==> config.mk <==
export PLATFORM = sky130hd
export DESIGN_NAME = operating_mode_sequencer
export DESIGN_NICKNAME = d
export VERILOG_FILES = /design/src/verilog/opmode_pkg.sv /design/src/verilog/operating_mode_sequencer.sv /design/src/verilog/pin_sync.sv
export SDC_FILE = /design/constraint.sdc
export NUM_CORES = 1
export LEC_CHECK = 0
export BUFFER_PORTS_ARGS = -buffer_cell sky130_fd_sc_hd__clkbuf_2
export CORE_MARGIN = 3
export CORE_UTILIZATION = 51
export DETAILED_ROUTE_END_ITERATION = 8
export GPL_ROUTABILITY_DRIVEN = 1
export PLACE_DENSITY_LB_ADDON = 0.2
export SYNTH_ARGS = -nofsm -noshare
export SYNTH_HDL_FRONTEND = slang
export SYNTH_SLANG_ARGS = --single-unit
==> constraint.sdc <==
create_clock -name clk_i -period 8.19 [get_ports clk_i]
set_clock_uncertainty 0.2 [all_clocks]
set_input_delay 1.2285 -clock clk_i [delete_from_list [all_inputs] [get_ports clk_i]]
set_output_delay 1.2285 -clock clk_i [all_outputs]
set_load 0.02 [all_outputs]
==> src/verilog/opmode_pkg.sv <==
// Constants, register map and types shared by the operating mode sequencer.
package opmode_pkg;
    // Register byte offsets on the bus.
    localparam logic [7:0] ADDR_PMC2 = 8'h00;
    localparam logic [7:0] ADDR_OPT = 8'h04;
    localparam logic [7:0] ADDR_STAT = 8'h08;
    // Power management control 2 field positions.
    localparam int PMC2_PPD_BIT = 0;
    localparam int PMC2_ACK_BIT = 1;
    localparam int PMC2_FLAG_BIT = 3;
    // Option register field positions.
    localparam int OPT_PERMIT_BIT = 0;
    localparam int OPT_LOWVOLT_DETECT_EN_BIT = 1;
    localparam int OPT_LOWVOLT_IN_HALT_EN_BIT = 2;
    localparam int OPT_DBGEN_BIT = 3;
    localparam int OPT_OSCKEEP_BIT = 4;
    localparam int OPT_IRQHI_BIT = 5;
    localparam int OPT_WPS_LSB = 8;
    localparam int WPS_W = 3;
    // Status register field positions.
    localparam int STAT_LATCH_BIT = 3;
    localparam int STAT_RUN_BIT = 4;
    // Values after reset.
    localparam logic [7:0] OPT_RESET = 8'h00;
    localparam logic [WPS_W-1:0] WPS_RESET = 3'h0;
    localparam logic PPD_RESET = 1'b0;
    // Start vector fetched after a reset into normal run.
    localparam logic [15:0] RESET_VECTOR = 16'hFFFE;
    // Wake timer: slow oscillator ticks per period for select value 1.
    localparam int WAKE_TICK_W = 11;
    localparam logic [WAKE_TICK_W-1:0] WAKE_BASE_TICKS = 11'h008;

    typedef enum logic [2:0] {
        ST_RESET,
        ST_RUN,
        ST_DEBUG,
        ST_DEEP,
        ST_LIGHT
    } mode_t;

    typedef enum logic [2:0] {
        CMD_MEM,
        CMD_MEM_STAT,
        CMD_CTRL_REG,
        CMD_BACKGROUND,
        CMD_CPU_REG,
        CMD_TRACE,
        CMD_GO,
        CMD_SPARE
    } cmd_t;
endpackage

==> src/verilog/operating_mode_sequencer.sv <==
// Operating mode sequencer: run, debug, deep stop and light stop control.
// Notes on behaviour
// Mode pin high at reset release: run, vector
// Five events enter active debug mode
// Debug mode suspends application instruction execution
// Non-intrusive commands accepted in run and debug
// Active commands only execute in debug mode
// Permitted halt enters stop, clocks halted
// Unpermitted halt forces illegal-opcode reset
// Only deep and light stop exist
// Powerdown select one deep, zero light
// Deep stop powers off logic, regulator standby
// Light stop keeps standby, optional oscillator
// Low-voltage detect in halt forces light stop
// Deep stop latches pins until acknowledge
// Deep stop exits on reset, pin, timer
// Deep wake restarts as power-on reset
// Wake flag set until acknowledge written
// Opened latches drive current port values
// Software restores ports before acknowledging
// Light stop exits on reset or interrupts
// Zero wake period disables timer and oscillator
// Debug enable keeps clocks, deep becomes light
// Acknowledge zero or unlatched has no effect
`timescale 1ns/1ps
module operating_mode_sequencer
    import opmode_pkg::*;
#(
    parameter int PINS = 16
) (
    // Clock and bus reset.
    input wire logic clk_i,
    input wire logic rst_i,
    // Wishbone classic slave.
    input wire logic cyc_i,
    input wire logic stb_i,
    input wire logic we_i,
    input wire logic [7:0] adr_i,
    input wire logic [3:0] sel_i,
    input wire logic [31:0] dat_i,
    output logic [31:0] dat_o,
    output logic ack_o,
    // Device pins.
    input wire logic rst_pin_n_i,
    input wire logic mode_select_debug_pin_i,
    input wire logic ext_interrupt_pin_i,
    input wire logic slow_osc_tick_i,
    // CPU events and port register values.
    input wire logic halt_instr_i,
    input wire logic debug_halt_instr_i,
    input wire logic ctrl_bkpt_i,
    input wire logic trig_bkpt_i,
    input wire logic lvd_irq_i,
    input wire logic adc_irq_i,
    input wire logic serial_irq_i,
    input wire logic [PINS-1:0] port_value_i,
    // Debug command port.
    input wire logic cmd_valid_i,
    input wire logic [2:0] cmd_code_i,
    output logic cmd_done_o,
    output logic cmd_error_o,
    output logic trace_step_o,
    // CPU control.
    output logic cpu_run_o,
    output logic cpu_suspend_o,
    output logic periph_reset_o,
    output logic reset_fetch_o,
    output logic [15:0] vector_o,
    output logic int_wake_o,
    output logic illegal_reset_o,
    // Power control and pins.
    output logic clocks_halt_o,
    output logic debug_clk_keep_o,
    output logic logic_power_off_o,
    output logic regulator_standby_o,
    output logic clk_gen_off_o,
    output logic osc_keep_o,
    output logic adc_disable_o,
    output logic wake_osc_en_o,
    output logic pin_latch_o,
    output logic [PINS-1:0] pins_o
);
    mode_t mode_q, mode_d;
    cmd_t cmd;
    logic rst_pin_s, ms_pin_s, irq_pin_s, tick_s, tick_q;
    logic [7:0] opt_q;
    logic [WPS_W-1:0] wps_q;
    logic ppd_q, flag_q, latch_q;
    logic [WAKE_TICK_W-1:0] tick_cnt_q;
    logic rti_hit, sys_reset, wr_pmc2, ack_one;
    logic permit, lvd_hold, dbg_en, to_deep, dbg_req, irq_active;
    logic cmd_ok, cmd_bg, cmd_go, illegal_d, intwake_d;

    pin_sync #(.W(1), .RST_VAL(1'b0)) u_rst_sync (
        .clk_i(clk_i),
        .rst_i(rst_i),
        .d_i(rst_pin_n_i),
        .q_o(rst_pin_s)
    );
    pin_sync #(.W(3), .RST_VAL(3'h7)) u_pin_sync (
        .clk_i(clk_i),
        .rst_i(rst_i),
        .d_i({mode_select_debug_pin_i, ext_interrupt_pin_i, slow_osc_tick_i}),
        .q_o({ms_pin_s, irq_pin_s, tick_s})
    );

    assign cmd = cmd_t'(cmd_code_i);
    assign permit = opt_q[OPT_PERMIT_BIT];
    assign lvd_hold = opt_q[OPT_LOWVOLT_DETECT_EN_BIT] & opt_q[OPT_LOWVOLT_IN_HALT_EN_BIT];
    assign dbg_en = opt_q[OPT_DBGEN_BIT];
    // Deep stop needs the select bit and neither detector nor debug holding power.
    assign to_deep = ppd_q & ~lvd_hold & ~dbg_en;
    assign cmd_bg = cmd_valid_i && cmd == CMD_BACKGROUND;
    assign dbg_req = debug_halt_instr_i | ctrl_bkpt_i | trig_bkpt_i | cmd_bg;
    assign cmd_go = cmd_valid_i && cmd == CMD_GO && mode_q == ST_DEBUG;
    // In deep stop the interrupt pin is always active low.
    assign irq_active = (mode_q == ST_DEEP) ? ~irq_pin_s
                      : (opt_q[OPT_IRQHI_BIT] ? irq_pin_s : ~irq_pin_s);
    // Config registers return to defaults on any device reset, deep wake included.
    assign sys_reset = rst_i | (mode_q == ST_RESET);

    always_comb begin
        mode_d = mode_q;
        illegal_d = 1'b0;
        intwake_d = 1'b0;
        if (!rst_pin_s) begin
            mode_d = ST_RESET;
        end else begin
            unique case (mode_q)
                ST_RESET: begin
                    mode_d = ms_pin_s ? ST_RUN : ST_DEBUG;
                end
                ST_RUN: begin
                    if (dbg_req) begin
                        mode_d = ST_DEBUG;
                    end else if (halt_instr_i) begin
                        if (!permit) begin
                            mode_d = ST_RESET;
                            illegal_d = 1'b1;
                        end else begin
                            mode_d = to_deep ? ST_DEEP : ST_LIGHT;
                        end
                    end
                end
                ST_DEBUG: begin
                    if (cmd_go) begin
                        mode_d = ST_RUN;
                    end
                end
                ST_DEEP: begin
                    if (irq_active || rti_hit) begin
                        mode_d = ST_RESET;
                    end
                end
                ST_LIGHT: begin
                    if (cmd_bg && dbg_en) begin
                        mode_d = ST_DEBUG;
                    end else if (irq_active || rti_hit || lvd_irq_i || adc_irq_i
                                 || serial_irq_i) begin
                        mode_d = ST_RUN;
                        intwake_d = 1'b1;
                    end
                end
                default: begin
                    mode_d = ST_RESET;
                end
            endcase
        end
    end

    always_ff @(posedge clk_i) begin
        if (rst_i) begin
            mode_q <= ST_RESET;
        end else begin
            mode_q <= mode_d;
        end
    end

    // Outputs follow the next mode so they line up with mode_q.
    always_ff @(posedge clk_i) begin
        if (rst_i) begin
            cpu_run_o <= 1'b0;
            cpu_suspend_o <= 1'b0;
            periph_reset_o <= 1'b1;
            reset_fetch_o <= 1'b0;
            vector_o <= 16'h0000;
            int_wake_o <= 1'b0;
            illegal_reset_o <= 1'b0;
            clocks_halt_o <= 1'b0;
            debug_clk_keep_o <= 1'b0;
            logic_power_off_o <= 1'b0;
            regulator_standby_o <= 1'b0;
            clk_gen_off_o <= 1'b0;
            osc_keep_o <= 1'b0;
            adc_disable_o <= 1'b0;
        end else begin
            cpu_run_o <= mode_d == ST_RUN;
            cpu_suspend_o <= mode_d == ST_DEBUG;
            periph_reset_o <= mode_d == ST_RESET;
            reset_fetch_o <= mode_q == ST_RESET && mode_d == ST_RUN;
            vector_o <= RESET_VECTOR;
            int_wake_o <= intwake_d;
            illegal_reset_o <= illegal_d;
            clocks_halt_o <= mode_d == ST_DEEP || mode_d == ST_LIGHT;
            debug_clk_keep_o <= mode_d == ST_LIGHT && dbg_en;
            logic_power_off_o <= mode_d == ST_DEEP;
            regulator_standby_o <= mode_d == ST_DEEP
                || (mode_d == ST_LIGHT && !dbg_en && !lvd_hold);
            clk_gen_off_o <= mode_d == ST_DEEP
                || (mode_d == ST_LIGHT && !opt_q[OPT_OSCKEEP_BIT] && !dbg_en);
            osc_keep_o <= mode_d == ST_LIGHT && (opt_q[OPT_OSCKEEP_BIT] || dbg_en);
            adc_disable_o <= mode_d == ST_DEEP;
        end
    end

    // Debug commands answer one cycle after cmd_valid_i.
    always_comb begin
        unique case (cmd)
            CMD_MEM, CMD_MEM_STAT, CMD_CTRL_REG, CMD_BACKGROUND: begin
                cmd_ok = mode_q == ST_RUN || mode_q == ST_DEBUG;
            end
            CMD_CPU_REG, CMD_TRACE, CMD_GO: begin
                cmd_ok = mode_q == ST_DEBUG;
            end
            CMD_SPARE: begin
                cmd_ok = 1'b0;
            end
        endcase
        if (cmd == CMD_BACKGROUND && mode_q == ST_LIGHT && dbg_en) begin
            cmd_ok = 1'b1;
        end
    end

    always_ff @(posedge clk_i) begin
        if (rst_i) begin
            cmd_done_o <= 1'b0;
            cmd_error_o <= 1'b0;
            trace_step_o <= 1'b0;
        end else begin
            cmd_done_o <= cmd_valid_i;
            cmd_error_o <= cmd_valid_i && !cmd_ok;
            trace_step_o <= cmd_valid_i && cmd == CMD_TRACE && mode_q == ST_DEBUG;
        end
    end

    // Wake timer counts slow oscillator ticks; it stays off when the select is zero.
    // The edge register resets to the synchroniser's reset level, so no false edge follows reset.
    always_ff @(posedge clk_i) begin
        if (rst_i) begin
            tick_q <= 1'b1;
            tick_cnt_q <= '0;
            wake_osc_en_o <= 1'b0;
        end else begin
            tick_q <= tick_s;
            wake_osc_en_o <= wps_q != WPS_RESET;
            if (wps_q == WPS_RESET || rti_hit) begin
                tick_cnt_q <= '0;
            end else if (tick_s && !tick_q) begin
                tick_cnt_q <= tick_cnt_q + 1'b1;
            end
        end
    end
    assign rti_hit = wps_q != WPS_RESET && tick_s && !tick_q
        && tick_cnt_q == (WAKE_BASE_TICKS << (wps_q - 1'b1)) - 1'b1;

    // Register writes.
    assign wr_pmc2 = cyc_i && stb_i && we_i && !ack_o && adr_i == ADDR_PMC2 && sel_i[0];
    assign ack_one = wr_pmc2 && dat_i[PMC2_ACK_BIT];

    always_ff @(posedge clk_i) begin
        if (sys_reset) begin
            opt_q <= OPT_RESET;
            wps_q <= WPS_RESET;
            ppd_q <= PPD_RESET;
        end else if (cyc_i && stb_i && we_i && !ack_o) begin
            if (adr_i == ADDR_OPT && sel_i[0]) begin
                opt_q <= dat_i[7:0];
            end
            if (adr_i == ADDR_OPT && sel_i[1]) begin
                wps_q <= dat_i[OPT_WPS_LSB +: WPS_W];
            end
            if (wr_pmc2) begin
                ppd_q <= dat_i[PMC2_PPD_BIT];
            end
        end
    end

    // Pin latch and wake flag survive device resets; only the bus reset or an acknowledge while latched clears them.
    always_ff @(posedge clk_i) begin
        if (rst_i) begin
            latch_q <= 1'b0;
            flag_q <= 1'b0;
        end else begin
            if (ack_one && latch_q) begin
                latch_q <= 1'b0;
                flag_q <= 1'b0;
            end
            if (mode_q != ST_DEEP && mode_d == ST_DEEP) begin
                latch_q <= 1'b1;
            end
            if (mode_q == ST_DEEP && mode_d != ST_DEEP) begin
                flag_q <= 1'b1;
            end
        end
    end

    // Software must restore the port registers before acknowledging.
    always_ff @(posedge clk_i) begin
        if (rst_i) begin
            pins_q_init: pins_o <= '0;
            pin_latch_o <= 1'b0;
        end else begin
            pin_latch_o <= latch_q;
            if (!latch_q) begin
                pins_o <= port_value_i;
            end
        end
    end

    // Bus answer one cycle after the request; unmapped reads return zero.
    always_ff @(posedge clk_i) begin
        if (rst_i) begin
            ack_o <= 1'b0;
            dat_o <= 32'h0000_0000;
        end else begin
            ack_o <= cyc_i && stb_i && !ack_o;
            dat_o <= 32'h0000_0000;
            if (cyc_i && stb_i && !we_i && !ack_o) begin
                unique case (adr_i)
                    ADDR_PMC2: begin
                        dat_o[PMC2_PPD_BIT] <= ppd_q;
                        dat_o[PMC2_FLAG_BIT] <= flag_q;
                    end
                    ADDR_OPT: begin
                        dat_o[7:0] <= opt_q;
                        dat_o[OPT_WPS_LSB +: WPS_W] <= wps_q;
                    end
                    ADDR_STAT: begin
                        dat_o[2:0] <= mode_q;
                        dat_o[STAT_LATCH_BIT] <= latch_q;
                        dat_o[STAT_RUN_BIT] <= cpu_run_o;
                    end
                    default: begin
                        dat_o <= 32'h0000_0000;
                    end
                endcase
            end
        end
    end
endmodule

==> src/verilog/pin_sync.sv <==
// Two flip-flop synchroniser for pin inputs.
`timescale 1ns/1ps
module pin_sync #(
    parameter int W = 1,
    parameter logic [W-1:0] RST_VAL = '0
) (
    // Clock and reset.
    input wire logic clk_i,
    input wire logic rst_i,
    // Asynchronous input and synchronised output.
    input wire logic [W-1:0] d_i,
    output logic [W-1:0] q_o
);
    logic [W-1:0] meta_q;

    always_ff @(posedge clk_i) begin
        if (rst_i) begin
            meta_q <= RST_VAL;
            q_o <= RST_VAL;
        end else begin
            meta_q <= d_i;
            q_o <= meta_q;
        end
    end
endmodule
==> results of run 1 <==
-- cells in the final DEF, fill, tap and decap left out, types with 3 or more instances in the layout --
master and n:
nor3_1 3, mux2i_1 28, and2_1 7, xor2_1 6, conb_1 22, or2_2 7
clkbuf_8 10, and4b_1 5, nor4_1 6, nand2_1 34, a21oi_1 10, nand3_1 5
nor2_1 57, nor2b_1 12, and3_1 6, inv_1 9, clkinvlp_4 4, a31oi_1 3
nand4_1 6, xnor2_1 8, clkbuf_2 117, a22o_1 3, o21ai_0 10, dfxtp_1 83
-- layout make-up --
type	instances	area, um^2	area share, %
multi-input combinational	275	1680	39.2
sequential	83	1660	38.7
timing repair buffer	117	586	13.6
clock buffer	10	138	3.21
tap	96	120	2.80
clock inverter	6	65.1	1.52
inverter	10	37.5	0.875
-- metrics by stage --
step,util (%),power [W],area [um^2]
global route,62.5,0.000806,4290
floorplan,-,0.000476,3720
finish,62.5,0.000773,4290
global placement,59.5,0.000490,4090
CTS,62.5,0.000782,4290
detailed placement,59.5,0.000491,4090
-- power by group through the flow --
| stage | Clock [W] | Combinational, W | Sequential [W] |
|---|---|---|---|
| floorplan | 0 | 0.0000439 | 0.000432 |
| finish | 0.000292 | 0.0000645 | 0.000417 |
| global route | 0.000317 | 0.0000706 | 0.000418 |
| CTS | 0.000301 | 0.0000650 | 0.000417 |
| detailed placement | 0 | 0.0000648 | 0.000426 |
| global placement | 0 | 0.0000640 | 0.000426 |
-- logic make-up after synthesis --
kind of cell / synth area share (%)
adder cells (fa/ha/maj): 0.686
other: 0.103
multiplexers: 8.61
buffers and inverters: 10.4
XOR/XNOR: 3.36
flip-flops: 45.6
AO/OA/AOI/OAI: 8.13
AND/OR/NAND/NOR: 23.1
-- critical path, delay by kind of cell, from the launching register on --
kind / cells / cell delay (ns)
AND/OR/NAND/NOR: 4 / 1.38
flip-flops: 1 / 0.59
multiplexers: 1 / 0.51
AO/OA/AOI/OAI: 2 / 0.51
adder cells (fa/ha/maj): 1 / 0.27
-- state kept, by name, indices dropped and copies added, names as in the netlist, 3 cells and up --
register / count
dat_o: 11
mode_q: 3
opt_q: 8
pins_o: 16
tick_cnt_q: 11
u_pin_sync.meta_q: 3
u_pin_sync.q_o: 3
wps_q: 3
-- worst max path at each step --
| stage | start | end | slack (ns) | depth (start not counted) |
|---|---|---|---|---|
| after detailed placement | wps_q[1] | reset_fetch_o | 4.72 | 8 |
| final | wps_q[1] | reset_fetch_o | 4.67 | 8 |
| after floorplan | wps_q[1] | reset_fetch_o | 4.99 | 9 |
| after CTS | wps_q[1] | reset_fetch_o | 4.70 | 8 |
| after global placement | wps_q[1] | clk_gen_off_o | 4.76 | 8 |
| after global routing | wps_q[1] | reset_fetch_o | 4.45 | 8 |
-- cell usage after synthesis, drive strengths merged, types with 8 or more instances --
cell type	instances
nor2	57
nor2b	12
mux2i	28
buf	40
clkbuf	13
dfxtp	83
o21ai	11
nand2	34
inv	10
xnor2	8
a21oi	12
-- layer usage --
| metal | up-vias | part of all wire, % |
|---|---|---|
| met5 | - | 0 |
| met4 | 0 | 2.4 |
| met1 | 1313 | 44 |
| li1 | 1483 | - |
| met2 | 102 | 46 |
| met3 | 18 | 7.4 |
==> reports/results.txt, run 1 <==
PD cells = 180 nW/um^2
HPWL after detailed placement = 5620 um
Final setup fails = 0
IO Pins = 163
DRC violations left = 0
LEAKAGE = 1.84 nW
Nets = 578
CTS Sinks = 83
Setup Buffers After CTS = 0
Reg2Reg Depth = 8
Area grow syn2layout = 17.7%
Share of cells above drive strength 1 = 30.3%
Peak VDD IR = 0.000120 V
Core area = 6870 um^2
R2R Setup Slk = 4.67 ns
Die height = 90.6 um
Max Slew Vio Count = 0
GRT Resource Usage Total = 18.4%
Worst slack, placed = 4.72 ns
Required time of the worst setup path = 8.29 ns
CP Data Arrival Time = 3.61 ns
DR iter-0 viols = 129
HP Class = register to register
Synthesized area = 3650 um^2
Standard-cell rows = 30
Slowest cell on the critical path = dfxtp_1
Antenna Cells = 0
Number of synthesized flops with an enable pin = 0
Largest net degree at the start of global routing = 34
Clock group share of total power = 37.8%
Syn Area/Cell = 9.11 um^2
Router iterations before antenna repair = 4
Final std cells w/o fill = 597
Hold path depth = 1
P_sw = 0.000189 W
Sequential Power Share = 53.9%
CTS clk-pin slew, worst paths = 0.08 ns
Setup TNS = 0 ns
Endpoints failing hold = 0
Tcrit/Tclk final = 43.0%
Met1 Use GR = 22.4%
CP Launch Type = register
CP Max Fanout = 15
Gr busiest metal = met2
CTS H-Tree Depth = 3
Global-route wire length before repair = 12,400 um
Post-CTS sizing = 0
Final worst path period need = 3.52 ns
Die area = 8200 um^2
Area contributors post-synth = dfxtp_1, mux2i_1, buf_4, nor2_1, nand2_1
Final ANT Viol Nets = 0
Vias = 2,916
WHS = 0.210 ns
Final worst setup slack = 4.67 ns
Routed Wire Length = 7520 um
Starting Density = 53.1%
Slew at the pin with the worst max-slew slack = 1.05 ns
Hold path start = u_pin_sync.meta_q[2]
CTS tree = built
Worst r2r dst = reset_fetch_o
Max incr delay on CP = 0.59 ns
Max Root-Sink Buffers = 2
Critical Setup Path Class = register to register
RSZ-0062 raised after global routing = false
Min-Delay Endpoint = u_pin_sync.q_o[2]
Critical-path cell list = or3b_2, ha_1, nand2b_1, mux4_2, nor4_2, o21bai_1, a21oi_2, and4bb_1
FF-to-FF Start = wps_q[1]
Number of global-route vias before repair = 2,708
Max Cap Viol = 0
Clock insertion delay at the later pin of the skew report = 0.36 ns
Wire per inst = 12.6 um
Fmax = 0.284 GHz
Most area-hungry cell type in the Yosys netlist = dfxtp_1
Status = completed
YS warnings = 0
FFs w/ async S/R, synth = 0%
RD Place Congestion = 0.849
Cells after DPL = 581
Synthesized flop and latch total = 83
Sequential area share after synthesis = 45.6%
Slew headroom = 30.2%
Met2 track demand over resource = 29.3%
Number of I/O port buffers = 117
Setup crit end kind = register
Synth top area share = 45.6%
Internal power of the cells = 0.000584 W
CTS root buffer = clkbuf_8
Sw frac = 24.5%
Met3 usage = 6.33%
Cts-stage hold buffer count = 0
Yosys cell types = 55
GRT overflow = 0
Fillcell total = 636
Die W = 90.6 um
Num CTS Buffers = 9
Initial antenna violation count = 0
Vias per cell = 4.88
Power share of the combinational group = 8.3%
Mapped Cells = 400
Ys flop type = dfxtp_1
No activity file was read; power rests on OpenSTA's default activity.
==> run 2, diff against run 1 <==
- ABC_AREA: not set -> 1
- CORE_UTILIZATION: 51 -> 47
- clock period: 8.19 -> 3.5 ns (I/O delays scaled with it)
==> run 2 against run 1 <==
Clock power rose to 2.7 times the previous value; highest routed layer unchanged; count of clock-buffer cells in the layout unchanged; non-clock buffer count up 1; global-route usage up 0.46 points; worst setup slack worse by 3.9 ns; flip-flop and latch count unchanged; via count up 15%.
==> reports/results.txt, run 2 <==
FFs w/ async S/R, synth = 0% (unchanged)
Reg with most FFs = pins_o
Final ANT Viol Nets = 0 (unchanged)
Area of the multi-input gates = 1500 um^2 (-11%)
Die height = 94.1 um (+3.9%)
Global-route wire length before repair = 13,200 um (+6.9%)
CP Max Fanout = 9 (-6)
CTS clk-pin slew, worst paths = 0.09 ns (about the same)
DR iter-0 viols = 101 (-22%)
Number of I/O port buffers = 117 (unchanged)
Number of synthesized flops with an enable pin = 0 (unchanged)
Synthesized area = 3650 um^2 (+0.10%)
CTS Sinks = 83 (unchanged)
Most common cell after layout, fill and taps aside = clkbuf_2
Post-Synth Adder-Cell Area = 0.686% (-0.00071 points)
Synth Area in Simple Gates = 27.3% (+4.2 points)
Max Cap Viol = 0 (unchanged)
HPWL after detailed placement = 6390 um (+14%)
Vias = 3,345 (+15%)
Highest metal used = met4
CTS H-Tree Depth = 3 (unchanged)
Compound-Gate Fraction of Synth Area = 8.81% (+0.68 points)
IO Pins = 163 (unchanged)
Die W = 94.1 um (+3.9%)
DRC violations left = 0 (unchanged)
Layout Utilization = 58.8% (-3.7 points)
Wire per inst = 12.0 um (-5.1%)
Most area-hungry cell type in the Yosys netlist = dfxtp_1
Slew headroom = 53.3% (+23 points)
Final setup fails = 0 (unchanged)
Initial antenna violation count = 0 (unchanged)
Max FFs per register = 16 (unchanged)
Post-CTS sizing = 0 (unchanged)
RD Place Congestion = 0.883 (+4.1%)
Area grow syn2layout = 19.3%
Peak VDD IR = 0.000278 V (+130%)
CTS tree = built
Die area = 8860 um^2 (+8.0%)
Cts-stage hold buffer count = 0 (unchanged)
Endpoints failing hold = 0 (unchanged)
Critical Setup Path Class = register to register
RSZ-0062 raised after global routing = false
Ys flop type = dfxtp_1
Metal2 WL = 4210 um (+22%)
Fillcell total = 720 (+13%)
Setup Buffers After CTS = 0 (unchanged)
Nets = 673 (+16%)
Required time of the worst setup path = 3.54 ns (-4.75 ns)
Share of cells above drive strength 1 = 24.8% (-5.5 points)
Synth top area share = 45.5% (-0.047 points)
Clock insertion delay at the later pin of the skew report = 0.35 ns (about the same)
Mapped Cells = 488 (+22%)
LEAKAGE = 2.14 nW (+17%)
PD cells = 440 nW/um^2 (+140%)
Top post-synthesis cells by count = nor2_1, dfxtp_1, inv_1
HP Class = primary input to register
Tcrit/Tclk final = 77.0% (+34 points)
Starting Density = 49.3% (-3.8 points)
Largest net degree at the start of global routing = 25 (-26%)
Router iterations before antenna repair = 4 (unchanged)
WHS = 0.154 ns (-0.0568 ns)
Top Registers = pins_o x16, dat_o x11, tick_cnt_q x11
Core area = 7410 um^2 (+7.9%)
Number of global-route vias before repair = 2,998 (+11%)
Setup TNS = 0 ns (unchanged)
R2R Setup Slk = 0.80 ns (-3.87 ns)
Max Root-Sink Buffers = 2 (unchanged)
Status = completed
Synthesized flop and latch total = 83 (unchanged)
Post-Route M1 WL = 3480 um (+4.5%)
Max Slew Vio Count = 0 (unchanged)
WL met3 = 532 um (-4.7%)
Finished layout cell area = 4350 um^2 (+1.4%)
Area contributors post-synth = dfxtp_1, nor2_1, buf_4, inv_1, nand2_1
Most frequent cell after synthesis = nor2_1
Placed inst area = 4120 um^2 (+0.80%)
YS warnings = 0 (unchanged)
GRT Resource Usage Total = 18.9% (+0.46 points)
Tot Pwr = 0.00192 W (+150%)
Num CTS Buffers = 9 (unchanged)
CTS root buffer = clkbuf_8
Setup crit end kind = register
Slew at the pin with the worst max-slew slack = 0.700 ns (-0.347 ns)
Final worst path period need = 2.70 ns (-0.822 ns)
Main combinational cell family by area after synthesis = simple AND/OR/NAND/NOR gates
Most frequent cells in the layout = clkbuf_2, nor2_1, dfxtp_1, inv_1, nand2_1
Sequential area share after synthesis = 45.5% (-0.047 points)
Fmax = 0.371 GHz (+30%)
Standard-cell rows = 31 (+3.3%)
Mux cell area share after synthesis = 0% (-8.6 points)
Yosys cell types = 34 (-38%)
Vias per cell = 4.81 (-1.5%)
Syn Area/Cell = 7.48 um^2 (-18%)
GRT overflow = 0 (unchanged)
Seq. cell area = 1660 um^2 (unchanged)
Antenna Cells = 0 (unchanged)
Synth Area in XOR/XNOR = 1.92% (-1.4 points)
CP Launch Type = register
CP Data Arrival Time = 2.74 ns (-0.87 ns)
Routed Wire Length = 8310 um (+10%)
## run 2: changes by cell type in the layout (fill, tap and decap cells not counted), sizes merged, moves of 25 or more
cell | before | now
nor2 | 57 | 84
nand2 | 34 | 63
mux2i | 28 | 0
o21ai | 11 | 41
nand3 | 5 | 30
inv | 10 | 67
## run 2: metrics by stage
stage,setup slack (ns),std cells
finish,0.804,695
global route,0.517,695
CTS,0.819,695
detailed placement,0.843,679
global placement,0.940,679
floorplan,1.27,509
## run 2: cell families after synthesis
| group | count (synthesis) |
|---|---|
| xor+xnor | 8 |
| buf+inv | 112 |
| flops | 83 |
| simple gates | 222 |
| fa+ha+maj | 2 |
| compound gates | 60 |
| other cells | 1 |
## run 2: final cells by class
| cell class | count | share of cell area (%) |
|---|---|---|
| Sequential cell | 83 | 38.2 |
| Clock buffer | 10 | 3.16 |
| Inverter | 65 | 5.66 |
| Multi-Input combinational cell | 314 | 34.4 |
| Tap cell | 99 | 2.85 |
| Clock inverter | 6 | 2.16 |
| Timing Repair Buffer | 118 | 13.6 |
## run 2: critical path: stages (launching register included)
cell and delay, ns:
dfxtp_1 0.52, inv_4 0.10, nand3_1 0.12, ha_1 0.22
inv_1 0.11, o21ai_0 0.22, nand3_1 0.10, nand2_1 0.08
nand2_1 0.05, nor2_1 0.08, nand2_1 0.12, nand3_1 0.14
nand2_1 0.09, nand2_2 0.12, nand3_1 0.14, inv_1 0.13
nor3_2 0.04
## run 2: worst paths after layout
kind / from / end / depth (start not counted)
max: wps_q[2] / periph_reset_o / 16
min: mode_select_debug_pin_i / u_pin_sync.meta_q[2] / 2
max reg2reg: wps_q[2] / periph_reset_o / 16
min reg2reg: u_rst_sync.meta_q / u_rst_sync.q_o / 2
## run 2: power by group
group | internal (W) | total (W) | switching (W)
logic | 0.0000521 | 0.000155 | 0.000103
clock network | 0.000429 | 0.000786 | 0.000357
registers | 0.000964 | 0.000976 | 0.0000120
total | 0.00145 | 0.00192 | 0.000472
## run 2: routing by layer
layer	up-vias	track usage, %
met1	1518	22.0
met5	-	0
met3	6	3.93
met2	115	34.3
li1	1706	-
met4	0	6.14
==> run 3, diff against run 2 <==
- CORE_UTILIZATION: 47 -> 43
- clock period: 3.5 -> 2.4 ns (I/O delays scaled with it)
==> run 3 against run 2 <==
Worst hold slack lost 0.15 ns; maximum frequency grew 20%; sequential share of layout area shrank 1.7 points; combinational power grew 56%; critical path depth is the same; via count grew 1.7%; flip-flop and latch count is the same; design area grew 5.1%; non-clock buffer count grew 17; first-iteration DRC count shrank 0.99%; routed wire length grew 5.3%; critical endpoint unchanged.
==> reports/results.txt, run 3 (synthesis results as in run 2) <==
Status = completed
Fillcell total = 780 (+8.3%)
Layout Utilization = 57.4% (-1.3 points)
Clock group share of total power = 41.2% (+0.2 points)
Placed inst area = 4220 um^2 (+2.3%)
Finished layout cell area = 4570 um^2 (+5.1%)
Starting Density = 45.8% (-3.5 points)
Largest net degree at the start of global routing = 20 (-20%)
LEAKAGE = 2.22 nW (+3.9%)
Sequential Power Share = 50.3% (-0.6 points)
Slowest cell on the critical path = dfxtp_2
DRC violations left = 0 (unchanged)
PD cells = 618 nW/um^2 (+40%)
Area grow syn2layout = 25.3%
Core area = 7970 um^2 (+7.5%)
Peak VDD IR = 0.000343 V (+23%)
Max FFs per register = 16 (unchanged)
Fmax = 0.446 GHz (+20%)
Slew at the pin with the worst max-slew slack = 0.579 ns (-0.121 ns)
Routed Wire Length = 8750 um (+5.3%)
Critical-path cell list = inv_1, nand3_2, ha_4, inv_1, o21ai_0, nand3_1, nand2_1, nand2_1, nor2_1, nand2_2, nand3_2, nand2_1, nand2_4, nand3_4, inv_1, nor3_2
Standard-cell rows = 32 (+3.2%)
Power share of the combinational group = 8.6% (+0.5 points)
CP Launch Type = register
Required time of the worst setup path = 2.45 ns (-1.09 ns)
CTS root buffer = clkbuf_8
Number of I/O port buffers = 117 (unchanged)
Sw frac = 25.9% (+1.3 points)
Gr busiest metal = met2
P_sw = 0.000734 W (+56%)
Antenna Cells = 0 (unchanged)
Vias per cell = 4.76 (-1.1%)
Internal power of the cells = 0.00209 W (+45%)
CP Data Arrival Time = 2.29 ns (-0.45 ns)
Die area = 9630 um^2 (+8.7%)
Endpoints failing hold = 0 (unchanged)
Slew headroom = 61.3% (+8.0 points)
Number of global-route vias before repair = 3,059 (+2.0%)
DR iter-0 viols = 100 (-0.99%)
Die height = 98.1 um (+4.3%)
Global-route wire length before repair = 13,800 um (+4.8%)
RD Place Congestion = 0.830 (-6.0%)
Vias = 3,403 (+1.7%)
Max Slew Vio Count = 0 (unchanged)
GRT overflow = 0 (unchanged)
Max Root-Sink Buffers = 2 (unchanged)
Final ANT Viol Nets = 0 (unchanged)
CTS Sinks = 83 (unchanged)
Top Registers = pins_o x16, dat_o x11, tick_cnt_q x11
Met2 track demand over resource = 30.4% (-3.9 points)
Initial antenna violation count = 0 (unchanged)
Critical Setup Path Class = register to register
Delay-heaviest family, CP = simple AND/OR/NAND/NOR gates
CTS clk-pin slew, worst paths = 0.09 ns (about the same)
Tot Pwr = 0.00283 W (+48%)
CTS tree = built
GRT Resource Usage Total = 17.5% (-1.4 points)
Max incr delay on CP = 0.38 ns (-0.14 ns)
Most frequent cells in the layout = clkbuf_2, nor2_1, dfxtp_1, inv_1, nand2_1
CP Max Fanout = 5 (-4)
Tcrit/Tclk final = 93.5% (+16 points)
IO Pins = 163 (unchanged)
Reg with most FFs = pins_o
HPWL after detailed placement = 6680 um (+4.5%)
Share of cells above drive strength 1 = 29.2% (+4.4 points)
Num CTS Buffers = 9 (unchanged)
Setup TNS = 0 ns (unchanged)
Most common cell after layout, fill and taps aside = clkbuf_2
Router iterations before antenna repair = 4 (unchanged)
Bufs and invs on worst path = 3 (unchanged)
Final setup fails = 0 (unchanged)
Wire per inst = 12.2 um (+2.4%)
Clock insertion delay at the later pin of the skew report = 0.36 ns (about the same)
Met1 Use GR = 21.7% (-0.23 points)
Met3 usage = 4.21% (+0.29 points)
Die W = 98.1 um (+4.3%)
HP Class = primary input to register
RSZ-0062 raised after global routing = true
Max Cap Viol = 0 (unchanged)
Setup crit end kind = register
Final worst path period need = 2.24 ns (-0.453 ns)
CTS H-Tree Depth = 3 (unchanged)
Nets = 690 (+2.5%)
[run 3: changes by cell type in the layout (fill, tap and decap cells not counted), sizes merged]
cell / previous run / this run
buf: 1 / 15
clkbuf: 127 / 126
dlygate4sd3: 0 / 3
inv: 67 / 68
[run 3: worst paths after layout]
kind,from,endpoint,slack (ns),depth (start not counted)
setup / recovery,wps_q[0],periph_reset_o,0.16,16
hold / removal,dat_i[9],wps_q[1],0.006,3
setup reg to reg,wps_q[0],periph_reset_o,0.16,16
hold reg to reg,u_rst_sync.meta_q,u_rst_sync.q_o,0.21,2
[run 3: layer usage]
metal	wire length [um]	vias up	part of all wire [%]
met5	0	-	0
met4	90	0	1.0
met3	545	9	6.2
met2	4290	109	49
met1	3820	1541	44
li1	-	1744	-
[run 3: layout make-up]
class	instances	area (um^2)	share of cell area, %
inverter	65	246	5.39
timing repair buffer	135	728	15.9
clock inverter	7	105	2.30
clock buffer	9	124	2.71
multi-input combinational	314	1580	34.5
tap	102	128	2.79
sequential	83	1670	36.4
[run 3: power by group through the flow]
| stage | clock (W) | combinational [W] | sequential, W |
|---|---|---|---|
| floorplan | 0 | 0.000148 | 0.00148 |
| global placement | 0 | 0.000229 | 0.00145 |
| detailed placement | 0 | 0.000232 | 0.00145 |
| CTS | 0.00117 | 0.000236 | 0.00142 |
| global route | 0.00123 | 0.000265 | 0.00143 |
| finish | 0.00116 | 0.000242 | 0.00142 |
[run 3: worst register-to-register path: stages, from the launching register on]
cell     delay, ns
dfxtp_2       0.38
inv_1         0.08
nand3_2       0.09
ha_4          0.13
inv_1         0.08
o21ai_0       0.21
nand3_1       0.10
nand2_1       0.08
nand2_1       0.05
nor2_1        0.11
nand2_2       0.10
nand3_2       0.09
nand2_1       0.09
nand2_4       0.12
nand3_4       0.09
inv_1         0.10
nor3_2        0.04
[run 3: repair_timing]
action / CTS / global route
hold buffers: 3 / 0
resized for setup: 1 / 20
endpoints found under the setup margin: 1 / 25
endpoints found under the hold margin: 3 / 0
setup buffers: 0 / 2
pin swaps: 0 / 5
[run 3: per-stage QoR]
step / setup WS [ns] / hold WS, ns / instances
floorplan: 0.167 / 0.188 / 509
global placement: 0.0517 / 0.192 / 694
detailed placement: 0.0179 / 0.198 / 694
CTS: 0.00186 / 0.00555 / 713
global route: -0.0414 / 0.00860 / 715
finish: 0.156 / 0.00639 / 715
